**config.mk**
```make
export PLATFORM = sky130hd
export DESIGN_NAME = ddc_top
export DESIGN_NICKNAME = d
export VERILOG_FILES = /design/src/hdl/ddc_pkg.sv /design/src/hdl/ddc_chan_if.sv /design/src/hdl/ddc_channel.sv /design/src/hdl/ddc_top.sv
export SDC_FILE = /design/constraint.sdc
export NUM_CORES = 2
export LEC_CHECK = 0
export CORE_MARGIN = 4
export CORE_UTILIZATION = 40
export CTS_CLUSTER_SIZE = 40
export DETAILED_ROUTE_END_ITERATION = 8
export DONT_BUFFER_PORTS = 1
export SYNTH_ARGS = -nofsm -noshare
export SYNTH_HDL_FRONTEND = slang
export SYNTH_SLANG_ARGS = --single-unit
```
**constraint.sdc**
```tcl
create_clock -name clk_i -period 21 [get_ports clk_i]
set_clock_uncertainty 0.05 [all_clocks]
set_input_delay 1.05 -clock clk_i [delete_from_list [all_inputs] [get_ports clk_i]]
set_output_delay 1.05 -clock clk_i [all_outputs]
set_load 0.02 [all_outputs]
```
**src/hdl/ddc_pkg.sv**
```systemverilog
// Package with register map, field positions, widths and tables for the down converter
package ddc_pkg;
  localparam int          WB_AW        = 4;
  localparam int          SMP_W        = 18;
  localparam int          CALC_W       = 20;
  localparam int          FREQ_W       = 32;
  localparam int          CNT_W        = 16;
  localparam logic [3:0]  ADR_CTRL     = 4'h0;
  localparam logic [3:0]  ADR_FREQ0    = 4'h4;
  localparam logic [3:0]  ADR_FREQ1    = 4'h8;
  localparam logic [3:0]  ADR_STATUS   = 4'hc;
  localparam int          B_ENABLE     = 0;
  localparam int          B_REAL       = 1;
  localparam int          B_DUAL       = 2;
  localparam int          B_GAIN6      = 3;
  localparam int          B_GAIN3      = 4;
  localparam int          B_INVERT     = 5;
  localparam int          B_RESTART    = 6;
  localparam int          F_DEC_LO     = 8;
  localparam int          F_RES_LO     = 12;
  localparam logic [31:0] CTRL_RESET   = 32'h0000_0001 << F_DEC_LO;
  localparam logic [31:0] CTRL_MASK    = 32'h0000_777f;
  localparam logic [31:0] FREQ_RESET   = 32'h0000_0000;
  localparam logic [2:0]  DEC_LOG_MIN  = 3'h1;
  localparam logic [2:0]  DEC_LOG_MAX  = 3'h5;
  localparam logic [2:0]  RES_CODE_MAX = 3'h6;

  typedef logic signed [CALC_W-1:0] calc_t;

  // Decimation code kept within 1..5, a ratio of 2..32
  function automatic logic [2:0] dec_clamp(input logic [2:0] c);
    if (c < DEC_LOG_MIN) return DEC_LOG_MIN;
    if (c > DEC_LOG_MAX) return DEC_LOG_MAX;
    return c;
  endfunction

  // Output width code 0..6 means 14..20 bits
  function automatic logic [2:0] res_clamp(input logic [2:0] c);
    return (c > RES_CODE_MAX) ? RES_CODE_MAX : c;
  endfunction

  // Mask keeping the top 14+code bits of a 20-bit word
  function automatic calc_t res_mask(input logic [2:0] c);
    logic [CALC_W-1:0] ones;
    ones = (20'h00001 << (3'h6 - c)) - 20'h00001;
    return calc_t'(~ones);
  endfunction
endpackage

```
**src/hdl/ddc_chan_if.sv**
```systemverilog
// Interface joining the top to one down-converter channel
`timescale 1ns/1ps
interface ddc_chan_if;
  import ddc_pkg::*;
  logic                     en;
  logic                     real_mode;
  logic                     gain6;
  logic                     gain3;
  logic                     invert;
  logic                     restart;
  logic [2:0]               dec_log;
  logic [2:0]               res_code;
  logic [FREQ_W-1:0]        freq;
  logic signed [SMP_W-1:0]  smp;
  logic                     smp_vld;
  calc_t                    out_i;
  calc_t                    out_q;
  logic                     out_vld;

  modport ctrl (output en, real_mode, gain6, gain3, invert, restart, dec_log, res_code, freq,
                output smp, smp_vld, input out_i, out_q, out_vld);
  modport chan (input en, real_mode, gain6, gain3, invert, restart, dec_log, res_code, freq,
                input smp, smp_vld, output out_i, out_q, out_vld);
endinterface

```
**src/hdl/ddc_channel.sv**
```systemverilog
// One down-converter channel: oscillator, mixer, integrate-and-dump decimator, gain, truncation
`timescale 1ns/1ps
module ddc_channel (
  input  wire logic clk_i,
  input  wire logic rst_i,
  ddc_chan_if.chan  cfg
);
  import ddc_pkg::*;

  // Quarter sine, 9 points, amplitude 2047
  function automatic logic [11:0] qsin(input logic [3:0] k);
    case (k)
      4'h0:    return 12'h000;
      4'h1:    return 12'h18f;
      4'h2:    return 12'h30f;
      4'h3:    return 12'h471;
      4'h4:    return 12'h5a7;
      4'h5:    return 12'h6a6;
      4'h6:    return 12'h763;
      4'h7:    return 12'h7d8;
      default: return 12'h7ff;
    endcase
  endfunction

  function automatic logic signed [11:0] sine(input logic [4:0] p);
    logic [3:0] k;
    k = p[3] ? (4'h8 - {1'b0, p[2:0]}) : {1'b0, p[2:0]};
    return p[4] ? -$signed(qsin(k)) : $signed(qsin(k));
  endfunction

  function automatic calc_t sat(input logic signed [CALC_W+1:0] v);
    if (v > 22'sh07ffff) return calc_t'(20'h7ffff);
    if (v < -22'sh080000) return calc_t'(20'h80000);
    return calc_t'(v);
  endfunction

  // 6 dB doubles; 3 dB approximates 1.406
  function automatic calc_t gain(input calc_t v, input logic g6, input logic g3);
    logic signed [CALC_W+1:0] w;
    w = {{2{v[CALC_W-1]}}, v};
    if (g6) return sat(w <<< 1);
    if (g3) return sat(w + (w >>> 2) + (w >>> 3) + (w >>> 5));
    return v;
  endfunction

  logic [FREQ_W-1:0]       phase;
  logic [FREQ_W-1:0]       act_freq;
  logic [4:0]              cnt;
  calc_t                   mi;
  calc_t                   mq;
  logic                    mvld;
  calc_t                   acc_i;
  calc_t                   acc_q;
  calc_t                   out_i;
  calc_t                   out_q;
  logic                    out_vld;

  wire logic signed [11:0] cos_w   = sine(phase[31:27] + 5'h08);
  wire logic signed [11:0] sin_w   = sine(phase[31:27]);
  wire logic signed [29:0] prod_i  = cfg.smp * cos_w;
  wire logic signed [29:0] prod_q  = cfg.smp * sin_w;
  wire calc_t              sq      = calc_t'(prod_q[28:9]);
  wire calc_t              next_mi = cfg.real_mode ? calc_t'({cfg.smp, 2'b00})
                                                   : calc_t'(prod_i[28:9]);
  wire calc_t              next_mq = cfg.real_mode ? '0 : (cfg.invert ? sq : -sq);
  wire logic               last    = (cnt == 5'((6'h01 << cfg.dec_log) - 6'h01));
  wire calc_t              sum_i   = acc_i + (mi >>> cfg.dec_log);
  wire calc_t              sum_q   = acc_q + (mq >>> cfg.dec_log);
  wire calc_t              mask    = res_mask(cfg.res_code);
  wire logic               g6      = cfg.gain6 && !cfg.real_mode;
  wire logic               g3      = cfg.gain3 && cfg.real_mode;

  assign cfg.out_i   = out_i;
  assign cfg.out_q   = out_q;
  assign cfg.out_vld = out_vld;

  // Oscillator: new word only on restart, phase advances per input sample in complex mode
  always_ff @(posedge clk_i) begin
    if (rst_i) begin
      phase    <= '0;
      act_freq <= FREQ_RESET;
    end else if (cfg.restart) begin
      act_freq <= cfg.freq;
      phase    <= '0;
    end else if (cfg.en && cfg.smp_vld && !cfg.real_mode) begin
      phase <= phase + act_freq;
    end
  end

  always_ff @(posedge clk_i) begin
    if (rst_i) begin
      mi   <= '0;
      mq   <= '0;
      mvld <= 1'b0;
    end else begin
      mi   <= next_mi;
      mq   <= next_mq;
      mvld <= cfg.en && cfg.smp_vld;
    end
  end

  // Integrate and dump over N mixed samples
  always_ff @(posedge clk_i) begin
    if (rst_i || !cfg.en || cfg.restart) begin
      cnt     <= '0;
      acc_i   <= '0;
      acc_q   <= '0;
      out_vld <= 1'b0;
      if (rst_i) begin
        out_i <= '0;
        out_q <= '0;
      end
    end else begin
      out_vld <= mvld && last;
      if (mvld) begin
        cnt   <= last ? 5'h00 : cnt + 5'h01;
        acc_i <= last ? '0 : sum_i;
        acc_q <= last ? '0 : sum_q;
        if (last) begin
          out_i <= gain(sum_i, g6, g3) & mask;
          out_q <= gain(sum_q, g6, g3) & mask;
        end
      end
    end
  end

  logic [5:0] gap;
  always_ff @(posedge clk_i) begin
    if (rst_i || !cfg.en || cfg.restart) gap <= '0;
    else if (mvld) gap <= (mvld && last) ? 6'h00 : gap + 6'h01;
  end

  property p_restart_load;
    @(posedge clk_i) disable iff (rst_i)
    cfg.restart |=> (act_freq == $past(cfg.freq)) && (phase == '0);
  endproperty
  a_restart_load: assert property (p_restart_load) else $error("freq not loaded");

  property p_freq_hold;
    @(posedge clk_i) disable iff (rst_i)
    !cfg.restart |=> $stable(act_freq);
  endproperty
  a_freq_hold: assert property (p_freq_hold) else $error("freq changed early");

  property p_phase_step;
    @(posedge clk_i) disable iff (rst_i)
    (cfg.en && cfg.smp_vld && !cfg.real_mode && !cfg.restart)
      |=> phase == $past(phase) + $past(act_freq);
  endproperty
  a_phase_step: assert property (p_phase_step) else $error("phase step wrong");

  property p_dec_count;
    @(posedge clk_i) disable iff (rst_i)
    (mvld && last && cfg.en && !cfg.restart)
      |-> (6'(gap + 6'h01) == (6'h01 << cfg.dec_log)) ##1 out_vld;
  endproperty
  a_dec_count: assert property (p_dec_count) else $error("decimation count");

  property p_real_q;
    @(posedge clk_i) disable iff (rst_i)
    (out_vld && cfg.real_mode && $stable(cfg.real_mode)) |-> out_q == '0;
  endproperty
  a_real_q: assert property (p_real_q) else $error("real mode q nonzero");

  property p_trunc;
    @(posedge clk_i) disable iff (rst_i)
    (out_vld && $stable(cfg.res_code)) |-> ((out_i | out_q) & ~mask) == '0;
  endproperty
  a_trunc: assert property (p_trunc) else $error("low bits not cleared");
endmodule

```
**src/hdl/ddc_top.sv**
```systemverilog
// Dual-band down converter with Wishbone registers, bypass path and two output lane groups
// Function
// - Path is off unless enabled in a register; otherwise samples pass straight through.
// - Decimation by 2, 4, 8, 16 or 32 is selectable.
// - Complex mode mixes samples with a 32-bit oscillator before decimation.
// - Real mode bypasses the mixer; the filter is a plain low-pass decimator.
// - Filter arithmetic is 20 bits wide.
// - Results are truncated to the selected output width before output.
// - A selector lets one sample stream feed both channels at once.
// - Each channel has its own independently tuned frequency word.
// - Second channel results leave on the second-band lanes.
// - Frequency word is signed two's complement over minus to plus half rate.
// - New frequency acts only after restart bit toggle or sync pin toggle.
// - Optional 6 dB gain in complex mode.
// - Optional 3 dB gain in real mode.
`timescale 1ns/1ps
module ddc_top (
  input  wire logic                         clk_i,
  input  wire logic                         rst_i,
  input  wire logic                         wb_cyc_i,
  input  wire logic                         wb_stb_i,
  input  wire logic                         wb_we_i,
  input  wire logic [ddc_pkg::WB_AW-1:0]    wb_adr_i,
  input  wire logic [3:0]                   wb_sel_i,
  input  wire logic [31:0]                  wb_dat_i,
  output logic      [31:0]                  wb_dat_o,
  output logic                              wb_ack_o,
  input  wire logic signed [ddc_pkg::SMP_W-1:0] smp_i,
  input  wire logic                         smp_vld_i,
  input  wire logic                         sync_i,
  output ddc_pkg::calc_t                    lane_i_o,
  output ddc_pkg::calc_t                    lane_q_o,
  output logic                              lane_vld_o,
  output ddc_pkg::calc_t                    second_band_lanes_i_o,
  output ddc_pkg::calc_t                    second_band_lanes_q_o,
  output logic                              second_band_lanes_vld_o
);
  import ddc_pkg::*;

  function automatic logic [31:0] merge(input logic [31:0] old, input logic [31:0] nw,
                                        input logic [3:0] sel);
    logic [31:0] r;
    r = old;
    for (int b = 0; b < 4; b++) begin
      if (sel[b]) r[8*b +: 8] = nw[8*b +: 8];
    end
    return r;
  endfunction

  logic [31:0]      ctrl;
  logic [FREQ_W-1:0] freq0;
  logic [FREQ_W-1:0] freq1;
  logic [CNT_W-1:0] out_cnt;
  logic             restart_seen;
  logic             sync_m;
  logic             sync_s;
  logic             sync_d;
  logic             restart;

  ddc_chan_if ch0 ();
  ddc_chan_if ch1 ();

  wire logic       wr        = wb_cyc_i && wb_stb_i && wb_we_i && !wb_ack_o;
  wire logic       rd        = wb_cyc_i && wb_stb_i && !wb_we_i && !wb_ack_o;
  wire logic       en        = ctrl[B_ENABLE];
  wire logic       dual      = en && ctrl[B_DUAL];
  wire logic [2:0] dec_log   = dec_clamp(ctrl[F_DEC_LO +: 3]);
  wire logic [2:0] res_code  = res_clamp(ctrl[F_RES_LO +: 3]);
  wire logic       next_rst  = (ctrl[B_RESTART] != restart_seen) || (sync_s != sync_d);
  wire logic [31:0] status   = {out_cnt, 14'h0000, dual, en};
  wire logic [31:0] rd_data  = (wb_adr_i == ADR_CTRL)   ? ctrl :
                               (wb_adr_i == ADR_FREQ0)  ? freq0 :
                               (wb_adr_i == ADR_FREQ1)  ? freq1 :
                               (wb_adr_i == ADR_STATUS) ? status : 32'h0000_0000;

  // Both channels see the same stream; the second only in dual mode
  assign ch0.en        = en;
  assign ch1.en        = dual;
  assign ch0.smp       = smp_i;
  assign ch1.smp       = smp_i;
  assign ch0.smp_vld   = smp_vld_i;
  assign ch1.smp_vld   = smp_vld_i;
  assign ch0.freq      = freq0;
  assign ch1.freq      = freq1;
  assign ch0.real_mode = ctrl[B_REAL];
  assign ch1.real_mode = ctrl[B_REAL];
  assign ch0.gain6     = ctrl[B_GAIN6];
  assign ch1.gain6     = ctrl[B_GAIN6];
  assign ch0.gain3     = ctrl[B_GAIN3];
  assign ch1.gain3     = ctrl[B_GAIN3];
  assign ch0.invert    = ctrl[B_INVERT];
  assign ch1.invert    = ctrl[B_INVERT];
  assign ch0.restart   = restart;
  assign ch1.restart   = restart;
  assign ch0.dec_log   = dec_log;
  assign ch1.dec_log   = dec_log;
  assign ch0.res_code  = res_code;
  assign ch1.res_code  = res_code;

  ddc_channel u_ch0 (.clk_i(clk_i), .rst_i(rst_i), .cfg(ch0));
  ddc_channel u_ch1 (.clk_i(clk_i), .rst_i(rst_i), .cfg(ch1));

  always_ff @(posedge clk_i) begin
    if (rst_i) begin
      wb_ack_o <= 1'b0;
      wb_dat_o <= '0;
    end else begin
      wb_ack_o <= wb_cyc_i && wb_stb_i && !wb_ack_o;
      wb_dat_o <= rd ? rd_data : 32'h0000_0000;
    end
  end

  always_ff @(posedge clk_i) begin
    if (rst_i) begin
      ctrl  <= CTRL_RESET;
      freq0 <= FREQ_RESET;
      freq1 <= FREQ_RESET;
    end else if (wr) begin
      if (wb_adr_i == ADR_CTRL) ctrl <= merge(ctrl, wb_dat_i, wb_sel_i) & CTRL_MASK;
      if (wb_adr_i == ADR_FREQ0) freq0 <= merge(freq0, wb_dat_i, wb_sel_i);
      if (wb_adr_i == ADR_FREQ1) freq1 <= merge(freq1, wb_dat_i, wb_sel_i);
    end
  end

  // Sync pin: two-flop synchroniser, then a toggle detector
  always_ff @(posedge clk_i) begin
    if (rst_i) begin
      sync_m       <= 1'b0;
      sync_s       <= 1'b0;
      sync_d       <= 1'b0;
      restart_seen <= 1'b0;
      restart      <= 1'b0;
    end else begin
      sync_m       <= sync_i;
      sync_s       <= sync_m;
      sync_d       <= sync_s;
      restart_seen <= ctrl[B_RESTART];
      restart      <= next_rst;
    end
  end

  // Primary lanes carry channel 0 or the raw stream; second-band lanes carry channel 1
  always_ff @(posedge clk_i) begin
    if (rst_i) begin
      lane_i_o                <= '0;
      lane_q_o                <= '0;
      lane_vld_o              <= 1'b0;
      second_band_lanes_i_o   <= '0;
      second_band_lanes_q_o   <= '0;
      second_band_lanes_vld_o <= 1'b0;
      out_cnt                 <= '0;
    end else begin
      lane_i_o                <= en ? ch0.out_i : calc_t'({smp_i, 2'b00});
      lane_q_o                <= en ? ch0.out_q : '0;
      lane_vld_o              <= en ? ch0.out_vld : smp_vld_i;
      second_band_lanes_i_o   <= ch1.out_i;
      second_band_lanes_q_o   <= ch1.out_q;
      second_band_lanes_vld_o <= dual && ch1.out_vld;
      if (lane_vld_o) out_cnt <= out_cnt + 16'h0001;
    end
  end

  property p_bypass;
    @(posedge clk_i) disable iff (rst_i)
    (!en && smp_vld_i) |=> lane_vld_o && (lane_i_o == calc_t'({$past(smp_i), 2'b00}));
  endproperty
  a_bypass: assert property (p_bypass) else $error("bypass sample wrong");

  property p_second_band;
    @(posedge clk_i) disable iff (rst_i)
    second_band_lanes_vld_o |-> $past(dual) && $past(ch1.out_vld);
  endproperty
  a_second_band: assert property (p_second_band) else $error("second band strobe");

  property p_restart_sync;
    @(posedge clk_i) disable iff (rst_i)
    (sync_s != sync_d) |=> restart;
  endproperty
  a_restart_sync: assert property (p_restart_sync) else $error("sync toggle lost");

  property p_ack_once;
    @(posedge clk_i) disable iff (rst_i)
    (wb_cyc_i && wb_stb_i && !wb_ack_o) |=> wb_ack_o ##1 !wb_ack_o;
  endproperty
  a_ack_once: assert property (p_ack_once) else $error("ack timing");

  property p_bypass_q;
    @(posedge clk_i) disable iff (rst_i)
    !en |=> lane_q_o == '0;
  endproperty
  a_bypass_q: assert property (p_bypass_q) else $error("bypass q nonzero");

  property p_primary_lane;
    @(posedge clk_i) disable iff (rst_i)
    (en && ch0.out_vld) |=> lane_vld_o && (lane_i_o == $past(ch0.out_i));
  endproperty
  a_primary_lane: assert property (p_primary_lane) else $error("primary lane data");

  property p_second_data;
    @(posedge clk_i) disable iff (rst_i)
    (dual && ch1.out_vld)
      |=> second_band_lanes_vld_o && (second_band_lanes_i_o == $past(ch1.out_i))
          && (second_band_lanes_q_o == $past(ch1.out_q));
  endproperty
  a_second_data: assert property (p_second_data) else $error("second band data");

  property p_restart_ctrl;
    @(posedge clk_i) disable iff (rst_i)
    (ctrl[B_RESTART] != restart_seen) |=> restart;
  endproperty
  a_restart_ctrl: assert property (p_restart_ctrl) else $error("restart bit toggle lost");

  property p_restart_only;
    @(posedge clk_i) disable iff (rst_i)
    !next_rst |=> !restart;
  endproperty
  a_restart_only: assert property (p_restart_only) else $error("spurious restart");

  property p_ctrl_write;
    @(posedge clk_i) disable iff (rst_i)
    (wr && (wb_adr_i == ADR_CTRL) && (wb_sel_i == 4'hf))
      |=> ctrl == ($past(wb_dat_i) & CTRL_MASK);
  endproperty
  a_ctrl_write: assert property (p_ctrl_write) else $error("ctrl write lost");
endmodule

```
==> impl.org <==
** Status
- Result of the run :: finished clean

** STA
- The final hold violation count is 0.
- Measured against its own limit, the worst slew margin works out to 15.0%.
- Adding up every negative setup slack in the final design gives 0 ps.
- Setup repair after global routing left no endpoint under its margin.
- Smallest setup slack after layout :: about 10000 ps
- Number of pins exceeding their max-slew limit in the final report :: 0
- Counting I/O delays and the setup requirement, the final critical path takes between 10000 and 15000 ps.
- Worst-margin pin slew :: ~1300 ps
- Setup violations, final :: 0
- Part of the cycle the worst path needs :: roughly half
- Derived from the worst setup path, the maximum achievable clock frequency is 94.6 MHz.

** Pwr
- IR analysis of the VDD net gives a maximum drop of around 0.12 mV.
- For this design the static power due to leakage is between 30 and 40 nW.
- Clock power frac :: 16.8%
- In this run, the combinational gates consume 66.9% of the power.
- Cell internal power dissipation :: between 4 and 5 mW
- Flop pwr share :: 16.3%
- Switching part of the total power :: a little under half
- Total Power Consumption :: around 7.7 mW
- Pwr dens :: roughly 100 nW/um^2
- Power spent charging and discharging nets :: ~3.6 mW

** Die
- After floorplanning, the core was divided into between 150 and 200 placement rows.
- I/O Pins :: 180
- DIE WIDTH :: approximately 430 um
- The total area inside the core boundary comes to 174000 sq um.
- Starting Density :: about two fifths
- The die covers roughly 180000 sq um.
- In this run the vertical extent of the chip is roughly 430 um.

** Clocking
- TritonCTS built the clock tree.
- Number of buffers added to fix hold violations after cts :: 0
- Clock root cell :: sky130_fd_sc_hd__clkbuf_16
- Insertion delay to the later sink of the worst-skew pair :: 680 ps
- H-tree levels :: 3
- Clock-pin slew was measured on the worst setup and hold paths at roughly 70 ps.
- The clock passes through at most 3 buffers.
- TritonCTS created between 60 and 70 clock buffers.
- Setup fix buffers added after clock tree synthesis :: 0
- After clock tree synthesis, the repair step resized 0 gates.
- The tree built by TritonCTS fans out to roughly 600 sinks.

** Hold path
- Hold WC Path Type :: register to register
- Along the worst hold path, the cell count comes to 1.

** Cells and area
- Sequential cell area :: between 10000 and 15000 sq um
- Most frequent cells in the layout :: 1183 x sky130_fd_sc_hd__inv_1, 990 x sky130_fd_sc_hd__nand2_1, 866 x sky130_fd_sc_hd__fa_1
- Relative to the synthesized area, the layout overhead comes to 6.54%.
- The multi-input combinational cells in the finished layout cover a total of roughly 50000 sq um.
- The filler cells instantiated in the layout total between 15000 and 20000.
- Of the cells placed in the final design, the portion with a size suffix greater than 1 is under 10%.
- After routing the design area is 74300 sq um.
- Commonest non-fill, non-tap cell in the layout :: sky130_fd_sc_hd__inv_1
- After the last flow step, the layout net total stands at 9445.

** Detailed routing
- The routed design has roughly 200000 um of wire.
- Dividing the detail-routed via count by the number of cells gives ~5.4.
- Detail-routed net length per standard cell :: 19.1 um
- For this run, design rule violations remaining after detail routing come to 0.
- Detailed-router iteration count before antenna repair :: 6
- Total via count in the routed design :: 55554
- Number of routed nets with antenna violations :: 0
- After the first detailed-routing iteration, the DRC count stood at roughly 4000.

** Global routing
- Largest net degree at the start of global routing :: 258
- Summed over all layers, the global routing overflow is 0.
- The first global-routing pass estimated between 300000 and 400000 um of wire.
- Antenna violations before repair :: 6
- Total routing usage reported by global routing :: around 22%
- Vias in the first global route :: roughly 56000

** Placed design
- Weighted congestion at the end of routability-driven global placement :: around 0.91
- Placed instance area :: around 72000 sq um
- Port Buffers :: 0
- Total half-perimeter wirelength after legalization and detailed placement :: around 150000 um
- Timing analysis after detailed placement gives a worst setup slack of between 10000 and 15000 ps.

** Worst setup path
- Crit Path Class :: register to register
- STA classifies the critical path startpoint as a register.
- Arrival time of data at the critical path endpoint :: 11040 ps
- STA puts the critical path data required time at 21470 ps.
- Cell depth of the worst flop-to-flop path :: 35
- For this run, the slowest stage of the critical path takes between 800 and 900 ps.
- Critical path fanouts, max :: 23
- The worst setup path is captured at a register.
- Among all stages on the critical path, the largest delay is contributed by sky130_fd_sc_hd__xor2_2.

** Synthesis
- Yosys printed 0 warnings.
- Sequential cells were found to cover around 18% of the synthesized design area.
- Top flip-flop cell by instance count after synthesis :: sky130_fd_sc_hd__dfxtp_1
- Distinct cells, synth :: about 120
- By area the synthesized netlist is led by sky130_fd_sc_hd__fa_1 25%, sky130_fd_sc_hd__dfxtp_1 15%, sky130_fd_sc_hd__ha_1 9.4%.
- Async set or reset register ratio after synthesis :: 0%
- Synthesis handed over a netlist of between 8000 and 9000 instances.
- The cell area that synthesis handed to floorplanning was between 60000 and 70000 sq um.
- Number of enable-type register cells in the synthesized netlist :: 80
- Post-Synthesis Mean Instance Area :: approximately 8.5 sq um
- The synthesized design devotes to its leading area cell type between 20% and 30% of total area.
- Dominant cell type by area after synthesis :: sky130_fd_sc_hd__fa_1
- Counting every net in the synthesized netlist gives 9693.
- Synthesis inferred between 500 and 600 register bits.

** Run
- The tool flagged a number of max-cap violations equal to 0.
## flip-flops by register name, summed over array words and instances, names as in the netlist, 20 cells and up
name                   cells
u_ch0.phase               32
ch0.freq                  32
u_ch1.cfg.out_q           20
u_ch1.acc_i               20
u_ch0.cfg.out_i           20
u_ch0.acc_i               20
second_band_lanes_i_o     20
lane_q_o                  20
u_ch0.act_freq            32
u_ch1.acc_q               20
u_ch0.acc_q               20
second_band_lanes_q_o     20
lane_i_o                  20
u_ch1.phase               32
ch1.freq                  32
u_ch1.act_freq            32
u_ch0.cfg.out_q           20
u_ch1.cfg.out_i           20
wb_dat_o                  32
## power groups by stage
| stage | clock network [mW] | registers (mW) | logic [mW] |
|---|---|---|---|
| finish | 1.30 | 1.26 | 5.17 |
| global route | 1.38 | 1.26 | 5.85 |
| CTS | 1.34 | 1.26 | 5.15 |
| detailed placement | 0 | 1.28 | 5.12 |
| global placement | 0 | 1.28 | 5.02 |
| floorplan | 0 | 1.25 | 3.82 |
## critical path: cells and delay by family, from the launching register on
kind / cells / cell delay [ps]
buffers and inverters: 6 / 660
AOI/OAI and AO/OA: 15 / 3560
and+or+nand+nor: 4 / 1070
DFF: 1 / 850
adders and majority gates: 8 / 3150
xor gates and xnor gates: 2 / 1040
## layout make-up
type / instances / share of cell area [%]
repair buffers: 73 / 0.737
diodes: 7 / 0.0236
clock buffers: 87 / 2.55
clock inverters: 38 / 0.729
inverters: 1193 / 6.02
flip-flops and latches: 591 / 17.0
well taps: 2325 / 3.91
multi-input cells: 6063 / 69.0
## metal layers
| metal | GRT usage (%) | share of wire [%] | up-vias |
|---|---|---|---|
| met5 | 0 | 0.0066 | - |
| met1 | 29.4 | 45 | 27583 |
| met2 | 36.5 | 47 | 1516 |
| met3 | 2.38 | 5.5 | 294 |
| li1 | - | - | 26159 |
| met4 | 7.03 | 3.1 | 2 |
## synth_stat cells (17+ instances only)
cell / number
sky130_fd_sc_hd__inv_1: 1183
sky130_fd_sc_hd__nand2_1: 993
sky130_fd_sc_hd__fa_1: 866
sky130_fd_sc_hd__nor2_1: 646
sky130_fd_sc_hd__ha_1: 523
sky130_fd_sc_hd__a21oi_1: 522
sky130_fd_sc_hd__dfxtp_1: 511
sky130_fd_sc_hd__clkbuf_1: 340
sky130_fd_sc_hd__and2_1: 306
sky130_fd_sc_hd__xnor2_1: 285
sky130_fd_sc_hd__o21ai_0: 264
sky130_fd_sc_hd__mux2i_1: 197
sky130_fd_sc_hd__nand3_1: 172
sky130_fd_sc_hd__xor2_1: 146
sky130_fd_sc_hd__nand2b_1: 108
sky130_fd_sc_hd__a21o_1: 90
sky130_fd_sc_hd__nor2b_1: 87
sky130_fd_sc_hd__edfxtp_1: 80
sky130_fd_sc_hd__nor3_1: 80
sky130_fd_sc_hd__a22oi_1: 79
sky130_fd_sc_hd__o21a_1: 52
sky130_fd_sc_hd__a211oi_1: 39
sky130_fd_sc_hd__o211ai_1: 36
sky130_fd_sc_hd__buf_1: 35
sky130_fd_sc_hd__o21bai_1: 35
sky130_fd_sc_hd__a31oi_1: 32
sky130_fd_sc_hd__and3_1: 32
sky130_fd_sc_hd__or3_1: 27
sky130_fd_sc_hd__or2_2: 25
sky130_fd_sc_hd__a221oi_1: 24
sky130_fd_sc_hd__o2bb2ai_1: 24
sky130_fd_sc_hd__o31ai_1: 23
sky130_fd_sc_hd__mux2_2: 20
sky130_fd_sc_hd__o22ai_1: 20
sky130_fd_sc_hd__nand4_1: 19
sky130_fd_sc_hd__a21boi_0: 17
## cell families (layout without fill, tap and decap cells)
group	count (synthesis)	in the layout	synth area share [%]
compound gates	1435	1435	13.2
simple gates	2571	2571	17.0
mux	218	218	3.18
flops	591	591	18.1
buf+inv	1585	1391	8.60
fa+ha+maj	1402	1402	34.4
other cells	1	8	0.00537
xor+xnor	436	436	5.53
## stage by stage
step	util, %	instances	hold WS (ps)
after floorplan	-	8239	364
after global placement	41.4	10245	378
after detailed placement	41.4	10245	379
after CTS	42.8	10370	363
after global routing	42.8	10375	384
final	42.8	10377	377
## worst paths after layout
path / start / end / slack (ps)
worst max-delay path: u_ch1.phase[27] / u_ch1.mi[19] / 10430
worst min-delay path: u_ch0.cfg.out_q[8] / lane_q_o[8] / 380
worst max register to register: u_ch1.phase[27] / u_ch1.mi[19] / 10430
worst min register to register: u_ch0.cfg.out_q[8] / lane_q_o[8] / 380
Note: power is estimated with default switching activity, not from simulation.
